==> src/shared/hsc_defines.vh <==
`ifndef HSC_DEFINES_VH
`define HSC_DEFINES_VH
// ============================================================
// timing
`define HSC_CLK_HZ           200000000
`define HSC_STARTUP_S        20
`define HSC_BLINK_HALF_S     2
`define HSC_HOLD_MIN_S       6
`define HSC_HOLD_MAX_S       9
// ============================================================
// fault codes shown on the display
`define HSC_FAULT_NONE       8'h00
`define HSC_FAULT_MODEL      8'h01
`define HSC_FAULT_BLOWER     8'h02
`define HSC_FAULT_KIT        8'h03
`define HSC_FAULT_STAGE      8'h04
// ============================================================
// switch bank fields
`define HSC_STAGE_LSB        0
`define HSC_KIT_LSB          2
`define HSC_TRIM_LSB         0
`define HSC_MODEL_FACTORY    6'h00
`define HSC_TRIM_PLUS20      2'h1
`define HSC_STAGE_B_ONLY     2'h2
`define HSC_STAGE_BOTH       2'h3
// ============================================================
// display modes
`define HSC_DISP_STARTUP     2'h0
`define HSC_DISP_BLANK       2'h1
`define HSC_DISP_FAULT       2'h2
`define HSC_DISP_MODEL       2'h3
`endif

==> src/rtl/hsc_tick_div.v <==
`timescale 1ns/1ps
`default_nettype none
// ============================================================
// tick divider: one-cycle pulse every DIV clocks
module hsc_tick_div #(
    parameter DIV = 200000000
) (
    input  wire clock_in,   // system clock
    input  wire rst_n_in,   // async reset, low
    output reg  tick_out    // one-cycle enable
);
    reg [31:0] cnt_q;

    // free-running count; a slow tick keeps the long timers small
    always @(posedge clock_in or negedge rst_n_in) begin
        if (!rst_n_in) begin
            cnt_q    <= 32'h0;
            tick_out <= 1'b0;
        end else if (cnt_q == DIV - 1) begin
            cnt_q    <= 32'h0;
            tick_out <= 1'b1;
        end else begin
            cnt_q    <= cnt_q + 32'h1;
            tick_out <= 1'b0;
        end
    end
endmodule // hsc_tick_div
`default_nettype wire

==> src/rtl/hsc_heat_stage_ctrl.v <==
// Contract
// - show startup code, standby after 20 s
// - standby valid model blinks green 2s/2s
// - model mismatch raises fault 01, blower mismatch 02
// - short press shows stored model id
// - all-zero model switches use factory id
// - fault held until 6-9 s button hold
// - switch changes during heat call discarded
// - invalid setting after hold keeps fault
// - kit select from aux switches 3-6
// - trim 01 raises heat airflow 20 percent
// - default: first call A, second B
// - stage 00/01: first call drives A
// - stage 10: first call drives B
// - stage 11: first call drives both
// - single-stage kit with stage 1x: fault 04
// - kit change raises fault 03 until hold
`timescale 1ns/1ps
`default_nettype none
`include "hsc_defines.vh"
module hsc_heat_stage_ctrl #(
    parameter        CLK_HZ       = `HSC_CLK_HZ,
    parameter        TICK_DIV     = `HSC_CLK_HZ / 10,
    parameter [15:0] STARTUP_T    = `HSC_STARTUP_S * 10,
    parameter [15:0] BLINK_T      = `HSC_BLINK_HALF_S * 10,
    parameter [15:0] HOLD_MIN_T   = `HSC_HOLD_MIN_S * 10,
    parameter [15:0] HOLD_MAX_T   = `HSC_HOLD_MAX_S * 10,
    parameter [7:0]  FACTORY_ID   = 8'h5A,  // arbitrary stored model id
    parameter [15:0] SINGLE_KITS  = 16'h000F, // kits with one stage
    parameter [7:0]  KIT_AIRFLOW  = 8'h40   // airflow of kit 0; each kit adds 16
) (
    input  wire        clock_in,            // 200 MHz clock
    input  wire        rst_n_in,            // async reset, low
    input  wire [5:0]  model_switch_bank_in, // model select switches
    input  wire [5:0]  auxheat_switch_bank_in, // stage[1:0], kit[5:2]
    input  wire [1:0]  airflow_switch_bank_in, // heat airflow trim
    input  wire        first_heat_call_in,  // thermostat first call
    input  wire        second_heat_call_in, // thermostat second call
    input  wire        other_call_in,       // any other stat call
    input  wire        button_in,           // push button, high=pressed
    input  wire        blower_match_in,     // motor program matches
    output reg         heat_relay_a_out,    // heat relay a
    output reg         heat_relay_b_out,    // heat relay b
    output reg         led_green_out,       // status led green
    output reg  [1:0]  disp_mode_out,       // what the display shows
    output reg  [7:0]  disp_code_out,       // code or model id
    output reg         standby_out,         // unit in standby
    output reg  [3:0]  kit_sel_out,         // active heat kit
    output reg  [9:0]  heat_airflow_out     // commanded heat airflow
);
    // ========================================================
    // states
    localparam ST_START   = 2'h0;
    localparam ST_STANDBY = 2'h1;
    localparam ST_FAULT   = 2'h2;

    reg  [1:0]  state_q;
    reg  [15:0] tmr_q;      // startup/blink timer, in ticks
    reg  [15:0] hold_q;     // button hold length, in ticks
    reg         btn_q;
    reg         show_id_q;
    reg         blink_q;
    reg  [5:0]  st_model_q;
    reg  [5:0]  st_aux_q;
    reg  [1:0]  st_trim_q;
    reg  [7:0]  fault_q;
    wire        tick;
    wire        call_any;
    wire [7:0]  cur_fault;
    wire [7:0]  pend_fault;
    wire        hold_ok;
    wire        btn_rel;    // button let go this cycle
    wire [12:0] air_base;   // kit airflow, wide so the trim never wraps
    wire [12:0] air_trim;   // kit airflow raised by a fifth

    hsc_tick_div #(.DIV(TICK_DIV)) u_div (
        .clock_in (clock_in),
        .rst_n_in (rst_n_in),
        .tick_out (tick)
    );

    // ========================================================
    // fault evaluation, used for stored and switch settings
    function [7:0] eval_fault;
        input [5:0] model;
        input [5:0] aux;
        input [5:0] st_model;
        input [5:0] st_aux;
        input       blower;
        begin
            if (model != `HSC_MODEL_FACTORY && model != st_model)
                eval_fault = `HSC_FAULT_MODEL;
            else if (aux[5:2] != st_aux[5:2])
                eval_fault = `HSC_FAULT_KIT;
            else if (SINGLE_KITS[aux[5:2]] && aux[1])
                eval_fault = `HSC_FAULT_STAGE;
            else if (aux[1:0] != st_aux[1:0])
                eval_fault = `HSC_FAULT_STAGE;
            else if (!blower)
                eval_fault = `HSC_FAULT_BLOWER;
            else
                eval_fault = `HSC_FAULT_NONE;
        end
    endfunction

    assign call_any = first_heat_call_in | second_heat_call_in
                    | other_call_in;
    // current switches against stored config
    assign cur_fault = eval_fault(model_switch_bank_in,
                                  auxheat_switch_bank_in,
                                  st_model_q, st_aux_q,
                                  blower_match_in);
    // switches as if accepted: only single-stage misuse remains
    assign pend_fault = (SINGLE_KITS[auxheat_switch_bank_in[5:2]]
                         && auxheat_switch_bank_in[1])
                        ? `HSC_FAULT_STAGE : `HSC_FAULT_NONE;
    assign btn_rel = btn_q & ~button_in;
    assign hold_ok = btn_rel && hold_q >= HOLD_MIN_T
                     && hold_q <= HOLD_MAX_T;

    // airflow worked out at 13 bits: the product by six overflows 10
    assign air_base = {5'h00, KIT_AIRFLOW}
                    + {9'h000, st_aux_q[5:2]} * 13'h0010;
    assign air_trim = air_base * 13'h0006 / 13'h0005;

    // ========================================================
    // main sequencer
    always @(posedge clock_in or negedge rst_n_in) begin
        if (!rst_n_in) begin
            state_q    <= ST_START;
            tmr_q      <= 16'h0;
            hold_q     <= 16'h0;
            btn_q      <= 1'b0;
            show_id_q  <= 1'b0;
            blink_q    <= 1'b0;
            st_model_q <= 6'h00;
            st_aux_q   <= 6'h00;
            st_trim_q  <= 2'h0;
            fault_q    <= `HSC_FAULT_NONE;
        end else begin
            btn_q <= button_in;
            // hold length, saturates past the window
            if (!button_in)
                hold_q <= 16'h0;
            else if (tick && hold_q <= HOLD_MAX_T)
                hold_q <= hold_q + 16'h1;
            // short press toggles model id view, only in standby so
            // a short press never hides a pending fault
            if (btn_rel && hold_q < HOLD_MIN_T && state_q == ST_STANDBY)
                show_id_q <= ~show_id_q;
            case (state_q)
            ST_START: begin
                if (tick)
                    tmr_q <= tmr_q + 16'h1;
                if (tmr_q >= STARTUP_T) begin
                    tmr_q      <= 16'h0;
                    // power-up adopts switches as the stored set
                    st_aux_q   <= auxheat_switch_bank_in;
                    st_trim_q  <= airflow_switch_bank_in;
                    st_model_q <= model_switch_bank_in;
                    state_q    <= ST_STANDBY;
                end
            end
            ST_STANDBY: begin
                if (tick) begin
                    if (tmr_q >= BLINK_T - 16'h1) begin
                        tmr_q   <= 16'h0;
                        blink_q <= ~blink_q;
                    end else begin
                        tmr_q <= tmr_q + 16'h1;
                    end
                end
                // trim raises no fault; take it when idle
                if (!call_any)
                    st_trim_q <= airflow_switch_bank_in;
                // a change seen during a call is discarded
                if (!call_any && cur_fault != `HSC_FAULT_NONE) begin
                    fault_q <= cur_fault;
                    state_q <= ST_FAULT;
                end
            end
            default: begin
                // fault shown until an accepted hold
                if (hold_ok && !call_any) begin
                    if (pend_fault == `HSC_FAULT_NONE) begin
                        if (model_switch_bank_in != `HSC_MODEL_FACTORY)
                            st_model_q <= model_switch_bank_in;
                        st_aux_q <= auxheat_switch_bank_in;
                        fault_q  <= `HSC_FAULT_NONE;
                        tmr_q    <= 16'h0;
                        state_q  <= ST_START;  // reset the board
                    end else begin
                        fault_q <= pend_fault;
                    end
                end
            end
            endcase
        end
    end

    // ========================================================
    // outputs, all registered
    always @(posedge clock_in or negedge rst_n_in) begin
        if (!rst_n_in) begin
            heat_relay_a_out <= 1'b0;
            heat_relay_b_out <= 1'b0;
            led_green_out    <= 1'b0;
            disp_mode_out    <= `HSC_DISP_STARTUP;
            disp_code_out    <= 8'h00;
            standby_out      <= 1'b0;
            kit_sel_out      <= 4'h0;
            heat_airflow_out <= 10'h000;
        end else begin
            standby_out   <= (state_q == ST_STANDBY);
            led_green_out <= (state_q == ST_STANDBY) & blink_q;
            kit_sel_out   <= st_aux_q[5:2];
            // base airflow scales with kit; trim 01 adds a fifth
            if (st_trim_q == `HSC_TRIM_PLUS20)
                heat_airflow_out <= air_trim[9:0];
            else
                heat_airflow_out <= air_base[9:0];
            // display selection
            if (show_id_q && state_q == ST_STANDBY) begin
                disp_mode_out <= `HSC_DISP_MODEL;
                disp_code_out <= FACTORY_ID ^ {2'h0, st_model_q};
            end else if (state_q == ST_START) begin
                disp_mode_out <= `HSC_DISP_STARTUP;
                disp_code_out <= 8'h00;
            end else if (state_q == ST_FAULT) begin
                disp_mode_out <= `HSC_DISP_FAULT;
                disp_code_out <= fault_q;
            end else begin
                disp_mode_out <= `HSC_DISP_BLANK;
                disp_code_out <= 8'h00;
            end
            // relays only in standby; heat pump defrost uses first call
            if (state_q != ST_STANDBY) begin
                heat_relay_a_out <= 1'b0;
                heat_relay_b_out <= 1'b0;
            end else begin
                case (st_aux_q[1:0])
                `HSC_STAGE_B_ONLY: begin
                    heat_relay_a_out <= 1'b0;
                    heat_relay_b_out <= first_heat_call_in
                                      | second_heat_call_in;
                end
                `HSC_STAGE_BOTH: begin
                    heat_relay_a_out <= first_heat_call_in;
                    heat_relay_b_out <= first_heat_call_in
                                      | second_heat_call_in;
                end
                default: begin
                    heat_relay_a_out <= first_heat_call_in;
                    heat_relay_b_out <= second_heat_call_in;
                end
                endcase
            end
        end
    end
endmodule // hsc_heat_stage_ctrl
`default_nettype wire

==> config.mk <==
export PLATFORM = sky130hd
export DESIGN_NAME = hsc_heat_stage_ctrl
export DESIGN_NICKNAME = d
export VERILOG_FILES = /design/src/rtl/hsc_tick_div.v /design/src/rtl/hsc_heat_stage_ctrl.v
export VERILOG_INCLUDE_DIRS = /design/src /design/src/shared
export SDC_FILE = /design/constraint.sdc
export NUM_CORES = 1
export LEC_CHECK = 0
export BUFFER_PORTS_ARGS = -buffer_cell sky130_fd_sc_hd__clkbuf_2
export CAP_MARGIN = 20
export CORE_MARGIN = 2
export CORE_UTILIZATION = 49
export DETAILED_ROUTE_END_ITERATION = 16
export PLACE_DENSITY = 0.67
export SLEW_MARGIN = 5
export SYNTH_ARGS = -nofsm -noshare
export SYNTH_HDL_FRONTEND = slang
export SYNTH_SLANG_ARGS = --single-unit
==> constraint.sdc <==
create_clock -name clock_in -period 14.42 [get_ports clock_in]
set_input_delay 0 -clock clock_in [delete_from_list [all_inputs] [get_ports clock_in]]
set_output_delay 0 -clock clock_in [all_outputs]
set_load 0.05 [all_outputs]
==> results.md, run 1 <==
* Status: complete, no violations
* Hold Path Class: input pin to async pin
* Max-cap check violation count at 0
* Initial antenna violation count at 1
* Clock Sinks at 114
* Worst R2R Setup Slack at about 4300 ps
* Final worst path period need at about 10000 ps
* #FFs+latches synth at 114
* Place WS at about 4400 ps
* Worst-Margin Slew at around 890 ps
* # diodes at 0
* Max incr delay on CP at 630 ps
* Routability cong. at roughly 0.87
* # setup viols final at 0
* Top cell type by total area after synthesis: dfrtp_1
* Worst Path Class, Setup: flop to flop
* DR pass1 iterations at 6
* Post-Syn Area at between 7000 and 8000 um2
* Highest clock rate at a little under 0.1 GHz
* Main combinational cell family by area after synthesis: simple AND/OR/NAND/NOR gates
* Vias per cell at between 5 and 6
* Reg2Reg Depth at 35
* I/O Buffers at between 40 and 50
* Vias in the first global route at 6074
* Adder-cell share of the synthesized area at 0.0394
* Clk_lat worst skew at about 420 ps
* Final WS setup at 4300 ps
* First-pass GRT wire length at around 30000 um
* Fraction of layout cells with a size suffix above 1 at 0.176
* Setup Skew at roughly 10 ps
* H-tree levels at 4
* Synth cell types at around 100
* Die area at around 16000 um2
* Layout area overhead at 15.5%
* Syn Inst Count at 781
* Cell area after layout at between 8000 and 9000 um2
* DRC violations left at 0
* First DRT Iteration DRCs at approximately 420
* Root buf cell: clkbuf_16
* Syn avg cell area at approximately 9.6 um2
* Total Routing Usage GR at 0.229
* Critical Path RT at around 15000 ps
* DP Area at 7860 um2
* Clk buf depth at 2
* Simple-Gate Fraction of Synth Area at 0.215
* Cts bufs inserted at 17
* Worst-path clk slew at roughly 50 ps
* Sum Neg Setup Slack at 0 ps
* Largest net degree at the start of global routing at 75
* Fin crit share at 0.702
* IO Count at between 40 and 50
* Static Leak at between 0.003 and 0.004 uW
* Final Slew Violations at 0
* XOR/XNOR share of the synthesized area at 0.0797
* Core area at ~15000 um2
* Routed Antenna Nets at 0
* Synth Flop Type: dfrtp_1
* Layout filler cell count at between 1000 and 1500
* Syn Nets at approximately 830
* Reg2reg start: st_aux_q[4]$_DFFE_PN0P_
* Syn. warnings at 0
* Routed WL per cell at roughly 17 um
* Sequential area share after synthesis at 0.381
* Max Fanout on Critical Path at 17
* Worst path arrival time at a little over 10000 ps
* Slew headroom at 0.403
* Starting density of the core at 0.496
* GRT overflow at 0
* VDD IR-drop max at about 0.08 mV
* Chip width at about 130 um
* Crit end category: flop
* CTS tree: yes
* EDFF count, synth at 0
* RSZ-0062 raised after global routing: no
* Vias after detailed routing at between 6000 and 7000
* # rows at 45
* Final cell count without fillers at 1041
* Startpoint types: flop
* Post-synth ARST share at 1.00
* Power per cell area at 88.9 nW/um2
* Top cells by area, synth: dfrtp_1, xnor2_1, nor2_1
* Die Ht at around 130 um
* CP max stage cell: dfrtp_1
* Hpwl dp at roughly 13000 um
* Top cell type's share of synthesized area at 0.381
* Crit Reg-Reg Endpoint: heat_airflow_out[0]$_DFF_PN0_
* Compound-Gate Fraction of Synth Area at 0.194
* Placed Cells at a little under 1000
* Drt total wl at roughly 18000 um
* Mux cell area share after synthesis at 0.0602
* Power, Total at 769 uW
* Nets@finish at between 800 and 900
* Final hold vios at 0
-- per-stage QoR --
stage | hold slack, ps | utilization
final | 112 | 0.573
after global routing | 120 | 0.573
after CTS | 94.2 | 0.573
after detailed placement | 30.5 | 0.521
after floorplan | -296 | -
after global placement | 13.9 | 0.521
-- how the worst max path moves through the flow --
stage / startpoint / cells past startpoint / slack (ps) / to
after CTS: st_aux_q[4]$_DFFE_PN0P_ / 35 / 4340 / heat_airflow_out[0]$_DFF_PN0_
after floorplan: st_aux_q[4]$_DFFE_PN0P_ / 38 / 5770 / heat_airflow_out[0]$_DFF_PN0_
after detailed placement: st_aux_q[4]$_DFFE_PN0P_ / 35 / 4370 / heat_airflow_out[0]$_DFF_PN0_
final: st_aux_q[4]$_DFFE_PN0P_ / 35 / 4300 / heat_airflow_out[0]$_DFF_PN0_
after global routing: st_aux_q[4]$_DFFE_PN0P_ / 36 / 3410 / heat_airflow_out[0]$_DFF_PN0_
after global placement: st_aux_q[4]$_DFFE_PN0P_ / 35 / 4630 / heat_airflow_out[0]$_DFF_PN0_
-- timing repair --
action / in CTS / in global routing
buffers inserted: 0 / 0
resized for setup: 0 / 0
hold buffers: 18 / 0
hold endpoints to repair: 59 / 0
-- power by group --
part | total [uW] | switching (uW) | internal (uW)
Combinational | 22.8 | 14.7 | 8.11
Clock | 424 | 143 | 282
Sequential | 322 | 0.346 | 321
Total | 769 | 158 | 611
-- registers in the layout, indices dropped and copies added (netlist names), 3 cells and up --
name              count
disp_code_out         7
fault_q               3
heat_airflow_out     10
hold_q               16
kit_sel_out           4
st_aux_q              6
st_model_q            6
tmr_q                16
u_div.cnt_q          32
-- cell usage in the layout, fill, tap and decap left out, types with 6 or more instances in the layout --
master	count
a21oi_1	26
mux2_2	24
nand2b_1	11
or2_2	7
inv_1	28
and3_1	16
dlygate4sd3_1	18
and2_1	23
nand3_1	30
o21ai_1	6
mux2i_1	14
or3_1	8
nor3_1	17
xnor2_1	41
xor2_1	18
a311oi_1	6
a211oi_1	6
clkbuf_2	46
o21ai_0	32
nor2_1	79
clkbuf_16	17
a31oi_1	11
dfrtp_1	114
nand2_1	58
o21a_1	9
nand4_1	15
ha_1	22
-- cells by family (layout without fill, tap and decap cells) --
kind of cell	after synthesis	in the layout
simple gates	304	304
compound gates	181	181
flops	114	114
xor+xnor	63	63
buf+inv	54	126
mux	41	41
fa+ha+maj	23	23
other cells	1	1
-- routing by layer --
metal	GRT usage	wire (um)	vias to the layer above
met2	0.384	8800	162
met4	0.0782	308	0
met5	0	0	-
li1	-	-	2972
met3	0.0419	702	29
met1	0.300	8020	3014
-- critical path, delay by kind of cell (launching register included) --
family	cells	cell delay [ps]
and+or+nand+nor	9	2660
DFF	1	630
AOI/OAI and AO/OA	14	3450
xor gates and xnor gates	1	150
buffers and inverters	4	700
muxes	2	610
adders and majority gates	5	1730
-- cells in the mapped netlist (all sizes together), types with 4 or more instances --
master	count
o31a	4
and4	4
nor3	18
clkbuf	17
nor2b	5
mux2i	15
or3	8
xnor2	42
nand2	59
nand2b	11
mux2	26
nor3b	5
nand3	30
nor2	80
o21ai	40
a21oi	27
o21bai	4
nor4b	4
o2111a	4
and2	23
o211ai	6
a21o	6
inv	28
a31o	5
xor2	19
a311oi	7
dfrtp	114
a31oi	12
or2	8
nand4	15
o21a	9
and3	16
a211oi	9
a221oi	5
o31ai	6
ha	22
nor4	9
buf	8
-- cell type report --
type                       instances  area (um2)  area share
multi-input combinational        613        4410       0.511
sequential                       114        2850       0.330
clock buffer                      20         467      0.0540
timing repair buffer              67         433      0.0501
tap                              188         235      0.0272
clock inverter                    10         134      0.0155
inverter                          29         109      0.0126
(Power assumes the default switching activity.)
==> run 2: changes to the inputs <==
clock period = 9.54 ns   (was 14.42 ns; I/O delays follow)
==> run 2 against run 1 <==
Effect of this change:
- via count grew 1.9%
- global-route usage grew 0.33 points
- critical path depth grew 1
- sequential cell count is the same
- routed wire length grew 2.3%
- first-iteration DRC count shrank 11%
- clock skew shrank 3.8 ps
==> results.md, run 2 (same netlist as run 1, synthesis figures left out) <==
* Worst path arrival time at 9190 ps (-1180 ps)
* Die area at 16300 um2 (unchanged)
* I/O Buffers at 47 (unchanged)
* Place WS at 330 ps (-4040 ps)
* Comb pwr share at 0.029 (about the same)
* Setup Skew at 6.43 ps (-3.76 ps)
* Final hold vios at 0 (unchanged)
* Startpoint types: flop
* Starting density of the core at 0.496 (unchanged)
* Largest register FFs at 32 (unchanged)
* Static Leak at 0.00396 uW (+1.8%)
* Final worst path period need at 8930 ps (-1190 ps)
* Worst-Margin Slew at 865 ps (-26.1 ps)
* Total Routing Usage GR at 0.233 (+0.00327)
* Layout area overhead at 17.8%
* Cts bufs inserted at 17 (unchanged)
* IO Count at 49 (unchanged)
* Routed WL per cell at 17.3 um (+0.81%)
* DRC violations left at 0 (unchanged)
* Routability cong. at 0.911 (+5.0%)
* CTS tree: yes
* Clock Sinks at 114 (unchanged)
* CP Buf/Inv Count at 3 (-1)
* Psw at 240 uW (+52%)
* Clk buf depth at 2 (unchanged)
* Vias after detailed routing at 6296 (+1.9%)
* VDD IR-drop max at 0.117 mV (+47%)
* First-pass GRT wire length at 30600 um (+1.4%)
* Hpwl dp at 13100 um (+0.67%)
* Largest net degree at the start of global routing at 72 (-4.0%)
* Initial antenna violation count at 0 (-1)
* RSZ-0062 raised after global routing: no
* Sw Share at 0.203 (-0.00222)
* Slew headroom at 0.424 (+0.0210)
* Routed Antenna Nets at 0 (unchanged)
* Most common cell after layout, fill and taps aside: dfrtp_1
* Fin crit share at 0.936 (+0.234)
* CP most frequent cell: ha_1
* Most frequent cells in the layout: dfrtp_1, nor2_1, nand2_1
* Sum Neg Setup Slack at 0 ps (unchanged)
* # setup viols final at 0 (unchanged)
* Worst-path clk slew at 50 ps (about the same)
* # diodes at 0 (unchanged)
* Root buf cell: clkbuf_16
* Status: complete, no violations
* Vias per cell at 5.96 (+0.48%)
* Die Ht at 128 um (unchanged)
* Highest clock rate at 0.112 GHz (+13%)
* Chip width at 128 um (unchanged)
* Max-cap check violation count at 0 (unchanged)
* Layout filler cell count at 1330 (+0.61%)
* Crit end category: flop
* Clk_lat worst skew at 410 ps (about the same)
* Core area at 15100 um2 (unchanged)
* Hold Path Class: input pin to flop
* First DRT Iteration DRCs at 369 (-11%)
* Crit path max-delay family: compound AO/OA/AOI/OAI gates
* Nets@finish at 900 (+1.6%)
* Final Slew Violations at 0 (unchanged)
* Drt total wl at 18200 um (+2.3%)
* Fraction of layout cells with a size suffix above 1 at 0.195 (+0.0189)
* Max incr delay on CP at 560 ps (-70 ps)
* DR pass1 iterations at 5 (-1)
* GRT overflow at 0 (unchanged)
* Worst Path Class, Setup: flop to flop
* Final WS setup at 611 ps (-3690 ps)
* Clk pwr share at 0.560 (+0.008)
* Power per cell area at 134 nW/um2 (+51%)
* Vias in the first global route at 6219 (+2.4%)
* # rows at 45 (unchanged)
* Max Fanout on Critical Path at 13 (-4)
* Cell-internal power at 944 uW (+55%)
* H-tree levels at 4 (unchanged)
* Sequential share of power at 0.410 (-0.008)
* Critical Path RT at 9800 ps (-4870 ps)
* Most flops, register: u_div.cnt_q
* CP max stage cell: fa_2
* Top Registers: u_div.cnt_q x32, hold_q x16, tmr_q x16
run 2: metrics by stage:
step	cells	cell area [um2]	hold slack (ps)	utilization	power (uW)
after floorplan	781	7490	-296	-	504
after global placement	1001	7920	33.2	0.525	523
after detailed placement	1001	7920	40.6	0.525	524
after CTS	1051	8730	101	0.579	1200
after global routing	1056	8820	153	0.584	1220
final	1056	8820	123	0.584	1180
run 2: worst min-delay path: cells and delay by family:
kind / cells / cell delay, ps
buf+inv: 1 / 110
simple gates: 1 / 140
compound gates: 2 / 240
run 2: layout make-up:
type / instances / area, um2 / area share
multi-input combinational: 613 / 4460 / 0.506
inverter: 29 / 109 / 0.0123
sequential: 114 / 2850 / 0.324
clock inverter: 11 / 160 / 0.0182
tap: 188 / 235 / 0.0267
timing repair buffer: 81 / 541 / 0.0613
clock buffer: 20 / 457 / 0.0518
run 2: power groups by stage:
stage	Clock (uW)	Sequential (uW)	Combinational, uW
finish	663	486	34.9
global route	698	486	38.8
detailed placement	0	494	29.6
global placement	0	494	29.1
floorplan	0	497	7.90
CTS	676	486	35.8
run 2: routing by layer:
| layer | vias to the layer above | share of wire | global-route usage |
|---|---|---|---|
| li1 | 2996 | - | - |
| met1 | 3069 | 0.44 | 0.299 |
| met2 | 192 | 0.49 | 0.389 |
| met3 | 39 | 0.045 | 0.0469 |
| met4 | 0 | 0.024 | 0.0860 |
| met5 | - | 0 | 0 |
run 2: worst paths after layout:
check	startpoint	end	slack, ps	depth (start not counted)
hold reg to reg	u_div.cnt_q[0]$_DFF_PN0_	u_div.cnt_q[0]$_DFF_PN0_	460	1
hold / removal	blower_match_in	state_q[1]$_DFFE_PN0P_	120	4
max in group asynchronous	rst_n_in	u_div.cnt_q[7]$_DFF_PN0_	8130	3
min in group asynchronous	rst_n_in	hold_q[3]$_DFFE_PN0P_	140	2
setup / recovery	st_aux_q[3]$_DFFE_PN0P_	heat_airflow_out[0]$_DFF_PN0_	610	36
setup reg to reg	st_aux_q[3]$_DFFE_PN0P_	heat_airflow_out[0]$_DFF_PN0_	610	36
run 2: timing repair:
action                                 4_1_cts  5_1_grt
resized for setup                            0        9
setup endpoints to repair                    0        2
hold buffers                                19        0
buffers inserted                             0        5
endpoints found under the hold margin       61        0
